==> src/xocr_pkg.sv <==
// package for the crystal oscillator configuration register bank
// assumes a byte-wide register access port driven by the serial host decoder
package xocr_pkg;

  // ********************************************************************
  // register offsets
  // ********************************************************************
  localparam logic [6:0] OFS_GAIN  = 7'h00;
  localparam logic [6:0] OFS_DRIVE = 7'h01;
  localparam logic [6:0] OFS_LOAD  = 7'h02;
  localparam logic [6:0] OFS_RUN   = 7'h03;

  // ********************************************************************
  // reset values
  // ********************************************************************
  localparam logic [7:0] RST_GAIN  = 8'hff;
  localparam logic [7:0] RST_DRIVE = 8'h04;
  localparam logic [7:0] RST_LOAD  = 8'h40;
  localparam logic       RST_RUN   = 1'b1;

  // ********************************************************************
  // field positions and codes
  // ********************************************************************
  localparam int         GAIN_BLOCKS   = 4;
  localparam int         DRIVE_BITS    = 7;
  localparam int         LOAD_BITS     = 7;
  localparam int         RUN_BIT       = 0;
  localparam logic [1:0] SEL_DIFF0     = 2'h0;
  localparam logic [1:0] SEL_DIFF1     = 2'h1;
  localparam logic [1:0] SEL_CRYSTAL   = 2'h2;
  localparam logic [1:0] SEL_BYPASS    = 2'h3;
  localparam logic [7:0] READ_UNMAPPED = 8'h00;

  // register access port
  typedef struct packed {
    logic       wr;
    logic       rd;
    logic [6:0] addr;
    logic [7:0] wdata;
  } xocr_req_t;

  // static controls into the analog crystal circuit
  typedef struct packed {
    logic [GAIN_BLOCKS-1:0] gain_blk_en;
    logic [DRIVE_BITS-1:0]  damp_res_en;
    logic [LOAD_BITS-1:0]   load_cap_en;
    logic                   buf_enable;
  } xocr_analog_t;

endpackage : xocr_pkg

==> src/xocr_gain_map.sv <==
// maps the gain register onto the four equal gain blocks
// assumes a static register value on the same clock
module xocr_gain_map (
  input  wire logic [7:0]                     gain_code,
  output logic      [xocr_pkg::GAIN_BLOCKS-1:0] blk_en
);

  // ********************************************************************
  // one block per bit pair
  // ********************************************************************
  genvar i;
  generate
    for (i = 0; i < xocr_pkg::GAIN_BLOCKS; i++)
    begin : g_blk
      // a pair adds its block only when both bits are set
      assign blk_en[i] = gain_code[2*i] & gain_code[2*i+1];
    end
  endgenerate

endmodule : xocr_gain_map

==> src/xocr_run_ctl.sv <==
// decides whether the crystal buffer runs from policy and input select
// assumes input_select comes from logic on the same clock
module xocr_run_ctl (
  input  wire logic       run_policy,
  input  wire logic [1:0] input_select,
  output logic            buf_run
);

  // ********************************************************************
  // run decision
  // ********************************************************************
  always_comb
  begin
    if (!run_policy)
      buf_run = 1'b1;
    else
      buf_run = (input_select == xocr_pkg::SEL_CRYSTAL);
  end

endmodule : xocr_run_ctl

==> src/xocr_regs.sv <==
// crystal oscillator configuration register bank with analog control outputs
// assumes a decoded byte access port on clk_sys and input_select from the same clock

// Function
// - each gain bit pair enables one block
// - gain register 8 bits, resets to ff
// - policy high, bypass or differential disables buffer
// - policy low keeps buffer forced running
// - drive bits 6..0 enable damping resistors
// - all bits smallest, bit0 only highest
// - zero disables resistors, bit 7 unused
// - drive level register resets to 04
// - load capacitance 0 to 21.75 pF
// - load bits add weighted capacitors, combinable
// - load capacitance register resets to 40
// - policy high runs only in crystal mode
// - policy low keeps oscillator running always
// - policy bit 0 resets 1, upper zero
// - select codes crystal 10, bypass 11
module xocr_regs (
  input  wire logic                   clk_sys,
  input  wire logic                   rst,
  input  wire xocr_pkg::xocr_req_t    req,
  input  wire logic [1:0]             input_select,
  output xocr_pkg::xocr_analog_t      analog_r,
  output logic [7:0]                  rdata_r,
  output logic                        rvalid_r
);

  // ********************************************************************
  // register storage
  // ********************************************************************
  logic [7:0]                       gain_r;
  logic [7:0]                       drive_r;
  logic [7:0]                       load_r;
  logic                             run_r;
  logic [xocr_pkg::GAIN_BLOCKS-1:0] blk_en;
  logic                             buf_run;
  logic [7:0]                       rd_nxt;

  // writes land in one cycle; the analog sees new codes one cycle after that
  always_ff @(posedge clk_sys or posedge rst)
  begin
    if (rst)
    begin
      gain_r  <= xocr_pkg::RST_GAIN;
      drive_r <= xocr_pkg::RST_DRIVE;
      load_r  <= xocr_pkg::RST_LOAD;
      run_r   <= xocr_pkg::RST_RUN;
    end
    else if (req.wr)
    begin
      unique case (req.addr)
        xocr_pkg::OFS_GAIN:  gain_r  <= req.wdata;
        xocr_pkg::OFS_DRIVE: drive_r <= req.wdata;
        xocr_pkg::OFS_LOAD:  load_r  <= req.wdata;
        xocr_pkg::OFS_RUN:   run_r   <= req.wdata[xocr_pkg::RUN_BIT];
        default: ;
      endcase
    end
  end

  // ********************************************************************
  // read mux
  // ********************************************************************
  always_comb
  begin
    unique case (req.addr)
      xocr_pkg::OFS_GAIN:  rd_nxt = gain_r;
      xocr_pkg::OFS_DRIVE: rd_nxt = drive_r;
      xocr_pkg::OFS_LOAD:  rd_nxt = load_r;
      xocr_pkg::OFS_RUN:   rd_nxt = {7'h00, run_r};
      default:             rd_nxt = xocr_pkg::READ_UNMAPPED;
    endcase
  end

  always_ff @(posedge clk_sys or posedge rst)
  begin
    if (rst)
    begin
      rdata_r  <= 8'h00;
      rvalid_r <= 1'b0;
    end
    else
    begin
      rvalid_r <= req.rd;
      if (req.rd)
        rdata_r <= rd_nxt;
    end
  end

  // ********************************************************************
  // analog control codes
  // ********************************************************************
  xocr_gain_map u_gain (
    .gain_code (gain_r),
    .blk_en    (blk_en)
  );

  xocr_run_ctl u_run (
    .run_policy   (run_r),
    .input_select (input_select),
    .buf_run      (buf_run)
  );

  // parallel resistors: each set bit lowers resistance, bit 7 ignored
  // registered outputs add one cycle after the write; harmless for static codes
  always_ff @(posedge clk_sys or posedge rst)
  begin
    if (rst)
      analog_r <= '0;
    else
    begin
      analog_r.gain_blk_en <= blk_en;
      analog_r.damp_res_en <= drive_r[xocr_pkg::DRIVE_BITS-1:0];
      analog_r.load_cap_en <= load_r[xocr_pkg::LOAD_BITS-1:0];
      analog_r.buf_enable  <= buf_run;
    end
  end

  // ********************************************************************
  // checks
  // ********************************************************************
  AST_GAIN_WRITE: assert property (@(posedge clk_sys) disable iff (rst)
    req.wr && req.addr == xocr_pkg::OFS_GAIN |=> gain_r == $past(req.wdata))
    else $error("gain write lost");

  AST_GAIN_MAP: assert property (@(posedge clk_sys) disable iff (rst)
    gain_r == 8'hff [*2] |-> analog_r.gain_blk_en == 4'hf)
    else $error("full gain not all blocks");

  AST_RUN_LOW: assert property (@(posedge clk_sys) disable iff (rst)
    !run_r [*2] |-> analog_r.buf_enable)
    else $error("forced run not running");

  AST_RUN_BYPASS: assert property (@(posedge clk_sys) disable iff (rst)
    run_r && input_select != xocr_pkg::SEL_CRYSTAL |=> !analog_r.buf_enable)
    else $error("buffer on while not selected");

  AST_RUN_XTAL: assert property (@(posedge clk_sys) disable iff (rst)
    run_r && input_select == xocr_pkg::SEL_CRYSTAL |=> analog_r.buf_enable)
    else $error("buffer off in crystal mode");

  AST_DRIVE_BIT7: assert property (@(posedge clk_sys) disable iff (rst)
    req.wr && req.addr == xocr_pkg::OFS_DRIVE ##2 1 |-> analog_r.damp_res_en == $past(req.wdata[6:0], 2))
    else $error("drive code not applied");

  AST_LOAD_APPLY: assert property (@(posedge clk_sys) disable iff (rst)
    req.wr && req.addr == xocr_pkg::OFS_LOAD ##2 1 |-> analog_r.load_cap_en == $past(req.wdata[6:0], 2))
    else $error("load code not applied");

  AST_RUN_READ: assert property (@(posedge clk_sys) disable iff (rst)
    req.rd && req.addr == xocr_pkg::OFS_RUN |=> rvalid_r && rdata_r[7:1] == 7'h00)
    else $error("policy upper bits not zero");

  AST_DRIVE_READ: assert property (@(posedge clk_sys) disable iff (rst)
    req.rd && req.addr == xocr_pkg::OFS_DRIVE |=> rdata_r == $past(drive_r))
    else $error("drive readback wrong");

  // ********************************************************************
  // write landing per register
  // ********************************************************************
  AST_DRIVE_WRITE: assert property (@(posedge clk_sys) disable iff (rst)
    req.wr && req.addr == xocr_pkg::OFS_DRIVE |=> drive_r == $past(req.wdata))
    else $error("drive write lost");

  AST_LOAD_WRITE: assert property (@(posedge clk_sys) disable iff (rst)
    req.wr && req.addr == xocr_pkg::OFS_LOAD |=> load_r == $past(req.wdata))
    else $error("load write lost");

  AST_RUN_WRITE: assert property (@(posedge clk_sys) disable iff (rst)
    req.wr && req.addr == xocr_pkg::OFS_RUN |=> run_r == $past(req.wdata[xocr_pkg::RUN_BIT]))
    else $error("policy write lost");

  // unmapped writes must leave every field untouched
  AST_UNMAPPED_WRITE: assert property (@(posedge clk_sys) disable iff (rst)
    req.wr && req.addr > xocr_pkg::OFS_RUN |=>
      $stable(gain_r) && $stable(drive_r) && $stable(load_r) && $stable(run_r))
    else $error("unmapped write changed a field");

  // ********************************************************************
  // read side
  // ********************************************************************
  AST_RVALID_PULSE: assert property (@(posedge clk_sys) disable iff (rst)
    !req.rd |=> !rvalid_r)
    else $error("read valid without a read");

  AST_UNMAPPED_READ: assert property (@(posedge clk_sys) disable iff (rst)
    req.rd && req.addr > xocr_pkg::OFS_RUN |=> rdata_r == xocr_pkg::READ_UNMAPPED)
    else $error("unmapped read not zero");

  AST_GAIN_READ: assert property (@(posedge clk_sys) disable iff (rst)
    req.rd && req.addr == xocr_pkg::OFS_GAIN |=> rdata_r == $past(gain_r))
    else $error("gain readback wrong");

  AST_LOAD_READ: assert property (@(posedge clk_sys) disable iff (rst)
    req.rd && req.addr == xocr_pkg::OFS_LOAD |=> rdata_r == $past(load_r))
    else $error("load readback wrong");

  // read data must not drift between reads
  AST_RDATA_HOLD: assert property (@(posedge clk_sys) disable iff (rst)
    !req.rd |=> $stable(rdata_r))
    else $error("read data moved without a read");

  // ********************************************************************
  // analog code mapping
  // ********************************************************************
  AST_GAIN_ZERO: assert property (@(posedge clk_sys) disable iff (rst)
    gain_r == 8'h00 [*2] |-> analog_r.gain_blk_en == 4'h0)
    else $error("minimum gain left blocks on");

  AST_DRIVE_ZERO: assert property (@(posedge clk_sys) disable iff (rst)
    drive_r[6:0] == 7'h00 [*2] |-> analog_r.damp_res_en == 7'h00)
    else $error("resistor on with zero drive code");

  AST_RUN_FORCED: assert property (@(posedge clk_sys) disable iff (rst)
    !run_r |=> analog_r.buf_enable)
    else $error("oscillator stopped under forced run");

endmodule : xocr_regs

==> config.mk <==
export PLATFORM = sky130hd
export DESIGN_NAME = xocr_regs
export DESIGN_NICKNAME = d
export VERILOG_FILES = /design/src/xocr_pkg.sv /design/src/xocr_gain_map.sv /design/src/xocr_run_ctl.sv /design/src/xocr_regs.sv
export SDC_FILE = /design/constraint.sdc
export NUM_CORES = 1
export LEC_CHECK = 0
export ABC_AREA = 1
export BUFFER_PORTS_ARGS = -buffer_cell sky130_fd_sc_hd__buf_2
export CAP_MARGIN = 0
export CORE_ASPECT_RATIO = 1.4
export CORE_MARGIN = 4
export CORE_UTILIZATION = 42
export CTS_CLUSTER_SIZE = 12
export DETAILED_ROUTE_END_ITERATION = 8
export SLEW_MARGIN = 0
export SYNTH_ARGS = -nofsm -noshare
export SYNTH_HDL_FRONTEND = slang
export SYNTH_SLANG_ARGS = --single-unit
==> constraint.sdc <==
create_clock -name clk_sys -period 1.6 [get_ports clk_sys]
set_input_delay 0.16 -clock clk_sys [delete_from_list [all_inputs] [get_ports clk_sys]]
set_output_delay 0.16 -clock clk_sys [all_outputs]
set_load 0.05 [all_outputs]
==> results.sh, run 1 <==
export IMPL_dieArea_sq_um=6570
export IMPL_clk_latency_ns=0.30
export IMPL_r2r_start="gain_r[2]"
export IMPL_cp_end_kind="output pin"
export IMPL_whs_path_depth=2
export IMPL_cts_sinks=53
export IMPL_cts_htree_levels=2
export IMPL_crit_chain="buf_2"
export IMPL_min_from="input_select[0]"
export IMPL_p_int_w=0.00183
export IMPL_clock_skew_ns=0.00576
export IMPL_grt_pass1_wl_um=8220
export IMPL_grt_max_degree=54
export IMPL_cts_resized=0
export IMPL_routedWlPerCell_um=13.6
export IMPL_min_to="analog_r[0]"
export IMPL_critical_path_arrival_ns=0.94
export IMPL_relSlewSlack=0.738
export IMPL_yosysTopAreaCell="dfrtp_1"
export IMPL_port_buffers=48
export IMPL_start_kind="flop"
export IMPL_cts_root_buf="clkbuf_8"
export IMPL_gr_usage_all_layers=0.159
export IMPL_ir_worst_vdd_mv=0.570
export IMPL_ys_warn_count=0
export IMPL_cts_tree="yes"
export IMPL_area_growth_pct=18.0
export IMPL_cts_path_max_buffers=2
export IMPL_share_seq_of_total_power=0.577
export IMPL_drcViolationCount=0
export IMPL_setup_tns_final_ns=0
export IMPL_reg2reg_to="rdata_r[2]"
export IMPL_design_core_area_sq_um=5160
export IMPL_pin_count=49
export IMPL_nNetsFinal=304
export IMPL_min_period_ns=1.10
export IMPL_critPathMaxFanout=2
export IMPL_first_global_vias=1766
export IMPL_ant_nets=0
export IMPL_row_count=31
export IMPL_dr_total_vias=1681
export IMPL_synth_area_per_cell_sq_um=9.76
export IMPL_rsz0062_at_grt="false"
export IMPL_stdcell_area_sq_um=2640
export IMPL_synth_fp_nets=250
export IMPL_yosysUniqueCellTypes=19
export IMPL_fin_crit_sh=0.685
export IMPL_worstHoldPathType="in -> reg"
export IMPL_status="finished clean"
export IMPL_max_stage_delay_ns=0.37
export IMPL_antenna_found_initial=0
export IMPL_holdWs_ns=0.0385
export IMPL_synth_seq_cells=53
export IMPL_dp_hpwl_um=3340
export IMPL_drive_above_1_share=0.313
export IMPL_combinationalPowerShare=0.131
export IMPL_tightest_slew_ns=0.393
export IMPL_firstDrtPassIters=4
export IMPL_placed_cell_area_sq_um=2540
export IMPL_worst_r2r_setup_slack_ns=0.67
export IMPL_wl_um=4770
export IMPL_syn_inst=229
export IMPL_dieWidth_um=69.6
export IMPL_start_util=0.433
export IMPL_max_freq_mhz=913
export IMPL_detail_route_vias_per_cell=4.80
export IMPL_slew_viol_final=0
export IMPL_clk_pin_slew_ns=0.10
export IMPL_leakage_nw=1.53
export IMPL_critPathKind="reg -> out"
export IMPL_power_frac_clock=0.292
export IMPL_path_buf_inv=1
export IMPL_rr_worst_depth=4
export IMPL_critPathSlowestCell="dfrtp_1"
export IMPL_synthTopCellsByArea="dfrtp_1 (47%), nand2_1 (14%), dfstp_2 (13%)"
export IMPL_gp_congestion=0.736
export IMPL_maxCapViolCount=0
export IMPL_numCtsBuffers=5
export IMPL_switching_share=0.289
export IMPL_antenna_cells=0
export IMPL_yosysTopAreaCellShare=0.470
export IMPL_ys_seq_area_frac=0.600
export IMPL_p_sw_w=0.000744
export IMPL_die_h_um=94.3
export IMPL_crit_family="flip-flops"
export IMPL_synth_area_sq_um=2230
export IMPL_cp_required_ns=1.44
export IMPL_hold_viol=0
export IMPL_overflow=0
export IMPL_drtIter0Drc=115
export IMPL_setup_viol=0
export IMPL_powerDensity_nw_per_um2=978
## placed cells by master, fill, tap and decap left out, types with 2 or more instances in the layout
| cell | synthesis | layout |
|---|---|---|
| clkinv_2 | 1 | 2 |
| nand2_4 | 5 | 5 |
| clkbuf_8 | 0 | 5 |
| dfrtp_1 | 42 | 42 |
| nand3_1 | 32 | 32 |
| inv_2 | 4 | 5 |
| buf_4 | 0 | 3 |
| buf_2 | 1 | 48 |
| dfstp_2 | 11 | 11 |
| o21ai_1 | 26 | 26 |
| inv_1 | 9 | 8 |
| nor2_8 | 3 | 3 |
| nand2_1 | 83 | 83 |
| nor2_4 | 4 | 4 |
## power by group through the flow
| stage | logic [W] | registers (W) | clock network [W] |
|---|---|---|---|
| 5_1_grt | 0.000370 | 0.00150 | 0.000839 |
| 4_1_cts | 0.000344 | 0.00149 | 0.000775 |
| 2_1_floorplan | 0.000127 | 0.00162 | 0 |
| 3_5_place_dp | 0.000342 | 0.00151 | 0 |
| 6_report | 0.000338 | 0.00149 | 0.000753 |
| 3_3_place_gp | 0.000338 | 0.00151 | 0 |
## repair_timing
action                    CTS  global route
hold endpoints to repair   42             0
hold buffers                1             0
buffers inserted            0             0
## final cells by class
cell class,count,area (sq um)
Fill cell,505,2520
Sequential cell,53,1340
Multi-Input combinational cell,156,778
Timing Repair Buffer,53,293
Tap cell,66,82.6
Clock buffer,5,68.8
Inverter,14,53.8
Clock inverter,3,21.3
## registers in the layout (all words and copies together) (netlist names)
name	cells
gain_r	8
analog_r	19
rvalid_r	1
load_r	8
run_r	1
drive_r	8
rdata_r	8
## how the worst max path moves through the flow
stage | start | to | slack (ns) | cells after the start
global route | rdata_r[7] | rdata_r[7] | 0.45 | 1
global placement | req[10] | gain_r[2] | 0.32 | 8
CTS | rdata_r[5] | rdata_r[5] | 0.49 | 1
floorplan | rst | analog_r[0] | 0.17 | 1
detailed placement | req[10] | gain_r[3] | 0.31 | 8
finish | rdata_r[5] | rdata_r[5] | 0.50 | 1
## cell usage after synthesis (all sizes together)
| cell type | instances |
|---|---|
| buf | 5 |
| clkbuf | 1 |
| clkinv | 1 |
| dfrtp | 42 |
| dfstp | 11 |
| inv | 13 |
| nand2 | 88 |
| nand3 | 32 |
| nand4 | 1 |
| nor2 | 8 |
| o21ai | 27 |
## cells by family (layout without fill, tap and decap cells)
group | count (synthesis) | count (layout) | share of synthesized area
AO/OA/AOI/OAI | 27 | 27 | 0.0605
AND/OR/NAND/NOR | 129 | 129 | 0.288
buffers and inverters | 20 | 75 | 0.0521
flip-flops | 53 | 53 | 0.600
## routing by layer
metal  GRT usage  routed length, um  up-vias
met5           0                  0        -
li1            -                  -      841
met3      0.0353                201        5
met1       0.189               2050      799
met4      0.0511                 70        0
met2       0.287               2440       36
## through the flow
step | power (W) | instances | setup WS (ns) | util
after floorplan | 0.00175 | 229 | 0.172 | -
after global placement | 0.00185 | 341 | 0.324 | 0.492
after detailed placement | 0.00186 | 341 | 0.310 | 0.492
after CTS | 0.00261 | 350 | 0.488 | 0.511
after global routing | 0.00271 | 350 | 0.451 | 0.511
final | 0.00258 | 350 | 0.504 | 0.511
Note: power is estimated with default switching activity, not from simulation.
==> run 2: changes to the inputs <==
--- a/config.mk
+++ b/config.mk
@@ -5,7 +5,7 @@
 export SDC_FILE = /design/constraint.sdc
 export NUM_CORES = 1
 export LEC_CHECK = 0
-export ABC_AREA = 1
+export ABC_AREA = 0
 export BUFFER_PORTS_ARGS = -buffer_cell sky130_fd_sc_hd__buf_2
 export CAP_MARGIN = 0
 export CORE_ASPECT_RATIO = 1.4
@@ -13,6 +13,7 @@
 export CORE_UTILIZATION = 42
 export CTS_CLUSTER_SIZE = 12
 export DETAILED_ROUTE_END_ITERATION = 8
+export PLACE_DENSITY = 0.68
 export SLEW_MARGIN = 0
 export SYNTH_ARGS = -nofsm -noshare
 export SYNTH_HDL_FRONTEND = slang
==> constraint.sdc (replaced) <==
create_clock -name clk_sys -period 0.99 [get_ports clk_sys]
set_input_delay 0.099 -clock clk_sys [delete_from_list [all_inputs] [get_ports clk_sys]]
set_output_delay 0.099 -clock clk_sys [all_outputs]
set_load 0.05 [all_outputs]
==> results.sh, run 2 <==
export IMPL_status="finished, violations left"
export IMPL_failed_checks="setup timing"
export IMPL_die_h_um=89.8
export IMPL_yosysTopAreaCell="dfrtp_1"
export IMPL_route_met2_wl_um=2440
export IMPL_grt_pass1_wl_um=6980
export IMPL_crit_family="multiplexers"
export IMPL_switching_share=0.242
export IMPL_drive_above_1_share=0.601
export IMPL_drtIter0Drc=41
export IMPL_dr_total_vias=1366
export IMPL_holdWs_ns=0.0522
export IMPL_ir_worst_vdd_mv=1.27
export IMPL_firstDrtPassIters=4
export IMPL_ys_seq_area_frac=0.668
export IMPL_gr_usage_all_layers=0.155
export IMPL_path_buf_inv=1
export IMPL_final_common_cell="dfrtp_1"
export IMPL_hold_viol=0
export IMPL_row_count=29
export IMPL_critical_path_arrival_ns=1.27
export IMPL_met3WireLength_um=212
export IMPL_numCtsBuffers=5
export IMPL_cts_sinks=53
export IMPL_grt_max_degree=54
export IMPL_crit_chain="mux4_2 -> inv_2 -> o22ai_2"
export IMPL_startpoint="drive_r[0]"
export IMPL_dieWidth_um=66.4
export IMPL_share_seq_of_total_power=0.522
export IMPL_antenna_cells=0
export IMPL_yosysUniqueCellTypes=22
export IMPL_slew_viol_final=0
export IMPL_pin_count=49
export IMPL_mostFrequentLayoutCells="dfrtp_1 (42), buf_4 (40), buf_2 (18), buf_6 (18), mux2_2 (17)"
export IMPL_power_frac_clock=0.317
export IMPL_worstHoldPathType="in -> reg"
export IMPL_design_core_area_sq_um=4570
export IMPL_cts_htree_levels=2
export IMPL_maxCapViolCount=0
export IMPL_syn_inst=133
export IMPL_overflow=0
export IMPL_whs_path_depth=1
export IMPL_fin_crit_sh=1.10
export IMPL_wl_um=4360
export IMPL_start_kind="flop"
export IMPL_wl_met1_um=1650
export IMPL_max_freq_mhz=916
export IMPL_detail_route_vias_per_cell=4.88
export IMPL_critPathSlowestCell="mux4_2"
export IMPL_clk_pin_slew_ns=0.09
export IMPL_synthArstFlopShare=1.00
export IMPL_antenna_found_initial=0
export IMPL_nNetsFinal=238
export IMPL_setup_viol=9
export IMPL_worst_slack_ns=-0.101
export IMPL_max_stage_delay_ns=0.47
export IMPL_dp_hpwl_um=3110
export IMPL_ys_warn_count=0
export IMPL_synthFlopType="dfrtp_1"
export IMPL_critPathKind="reg -> reg"
export IMPL_synth_fp_nets=154
export IMPL_cts_path_max_buffers=2
export IMPL_crit_cells=3
export IMPL_start_util=0.439
export IMPL_min_period_ns=1.09
export IMPL_p_int_w=0.00349
export IMPL_clk_latency_ns=0.30
export IMPL_rsz0062_at_grt="true"
export IMPL_r2r_start="drive_r[0]"
export IMPL_yosysTopAreaCellShare=0.524
export IMPL_cp_end_kind="flop"
export IMPL_area_growth_pct=44.7
export IMPL_drcViolationCount=0
export IMPL_yosys_top_cells_count="dfrtp_1 (42), mux2_2 (25), dfstp_2 (11), inv_1 (11), o22ai_1 (8)"
export IMPL_critPathMaxFanout=2
export IMPL_synth_most_common_cell="dfrtp_1"
export IMPL_top_layer_used="met4"
export IMPL_largest_reg_flops=19
export IMPL_cts_tree="yes"
export IMPL_synth_area_sq_um=2010
export IMPL_relSlewSlack=0.820
export IMPL_powerDensity_nw_per_um2=1590
export IMPL_multi_input_area_sq_um=668
export IMPL_p_sw_w=0.00112
export IMPL_largest_register="analog_r"
export IMPL_synth_area_per_cell_sq_um=15.1
export IMPL_dieArea_sq_um=5960
export IMPL_combinationalPowerShare=0.162
export IMPL_seqCellArea_sq_um=1340
export IMPL_clock_skew_ns=0.00228
export IMPL_synthTopCellsByArea="dfrtp_1 (52%), dfstp_2 (14%), mux2_2 (14%)"
export IMPL_port_buffers=48
export IMPL_cts_root_buf="clkbuf_8"
export IMPL_rr_worst_depth=3
export IMPL_tightest_slew_ns=0.271
export IMPL_gp_congestion=0.774
export IMPL_final_fill_count=363
export IMPL_place_ws_ns=-0.460
export IMPL_first_global_vias=1447
export IMPL_synth_seq_cells=53
export IMPL_ant_nets=0
export IMPL_leakage_nw=1.42
export IMPL_min_from="req[15]"
export IMPL_routedWlPerCell_um=15.6
export IMPL_cp_required_ns=1.17
export IMPL_synth_edf_count=0
run 2: cell types whose count changed in the layout (fill, tap and decap cells not counted), moves of 5 or more:
cell	before	now
nand2_1	83	2
buf_4	3	40
buf_2	48	18
nand3_1	32	2
o21ai_1	26	0
buf_6	0	18
mux2_2	0	17
mux2_4	0	8
mux2i_1	0	7
o22ai_1	0	7
a2bb2oi_1	0	6
nand2_4	5	0
run 2: power groups by stage:
stage	Combinational, W	Clock, W	Sequential, W
2_1_floorplan	0.000210	0	0.00262
3_3_place_gp	0.000610	0	0.00244
3_5_place_dp	0.000623	0	0.00244
4_1_cts	0.000672	0.00150	0.00240
5_1_grt	0.000792	0.00162	0.00243
6_report	0.000745	0.00146	0.00241
run 2: repair_timing:
item / CTS / global route
hold endpoints to repair: 43 / 0
pin swaps: 1 / 2
resized for setup: 32 / 36
endpoints found under the setup margin: 27 / 39
hold buffers: 2 / 0
setup buffers: 0 / 11
run 2: through the flow:
step	power, W	instances	utilization	area (sq um)	TNS, ns
after global placement	0.00305	259	0.546	2490	-7.80
after detailed placement	0.00307	259	0.546	2490	-8.44
final	0.00461	280	0.635	2900	-0.520
after floorplan	0.00283	133	-	2030	-4.24
after global routing	0.00484	280	0.635	2900	-0.912
after CTS	0.00458	269	0.597	2730	-0.551
run 2: worst reg2reg max path, cell delays in order (launching register included):
cell and delay (ns):
dfrtp_1 0.40, mux4_2 0.47, inv_2 0.07, o22ai_2 0.05
run 2: cell families after synthesis:
logic type      Yosys count  synth area share
compound gates           16            0.0580
flops                    53             0.668
buf+inv                  15            0.0299
simple gates             16            0.0574
mux                      33             0.187
run 2: final timing paths:
kind / end / slack [ns]
setup / recovery: rdata_r[0] / -0.10
hold / removal: rvalid_r / 0.05
setup reg to reg: rdata_r[0] / -0.10
hold reg to reg: analog_r[5] / 0.41
max in group asynchronous: gain_r[1] / 0.30
min in group asynchronous: drive_r[0] / 0.40
run 2: layer usage:
| layer | track usage | vias to the layer above |
|---|---|---|
| met3 | 0.0362 | 6 |
| li1 | - | 637 |
| met4 | 0.0508 | 0 |
| met5 | 0 | - |
| met2 | 0.279 | 34 |
| met1 | 0.173 | 689 |
run 2: cell type report:
cell class / count / area share
sequential: 53 / 0.462
multi-input combinational: 65 / 0.230
timing repair buffer: 81 / 0.226
clock buffer: 7 / 0.0297
tap: 62 / 0.0267
inverter: 11 / 0.0155
clock inverter: 1 / 0.0103
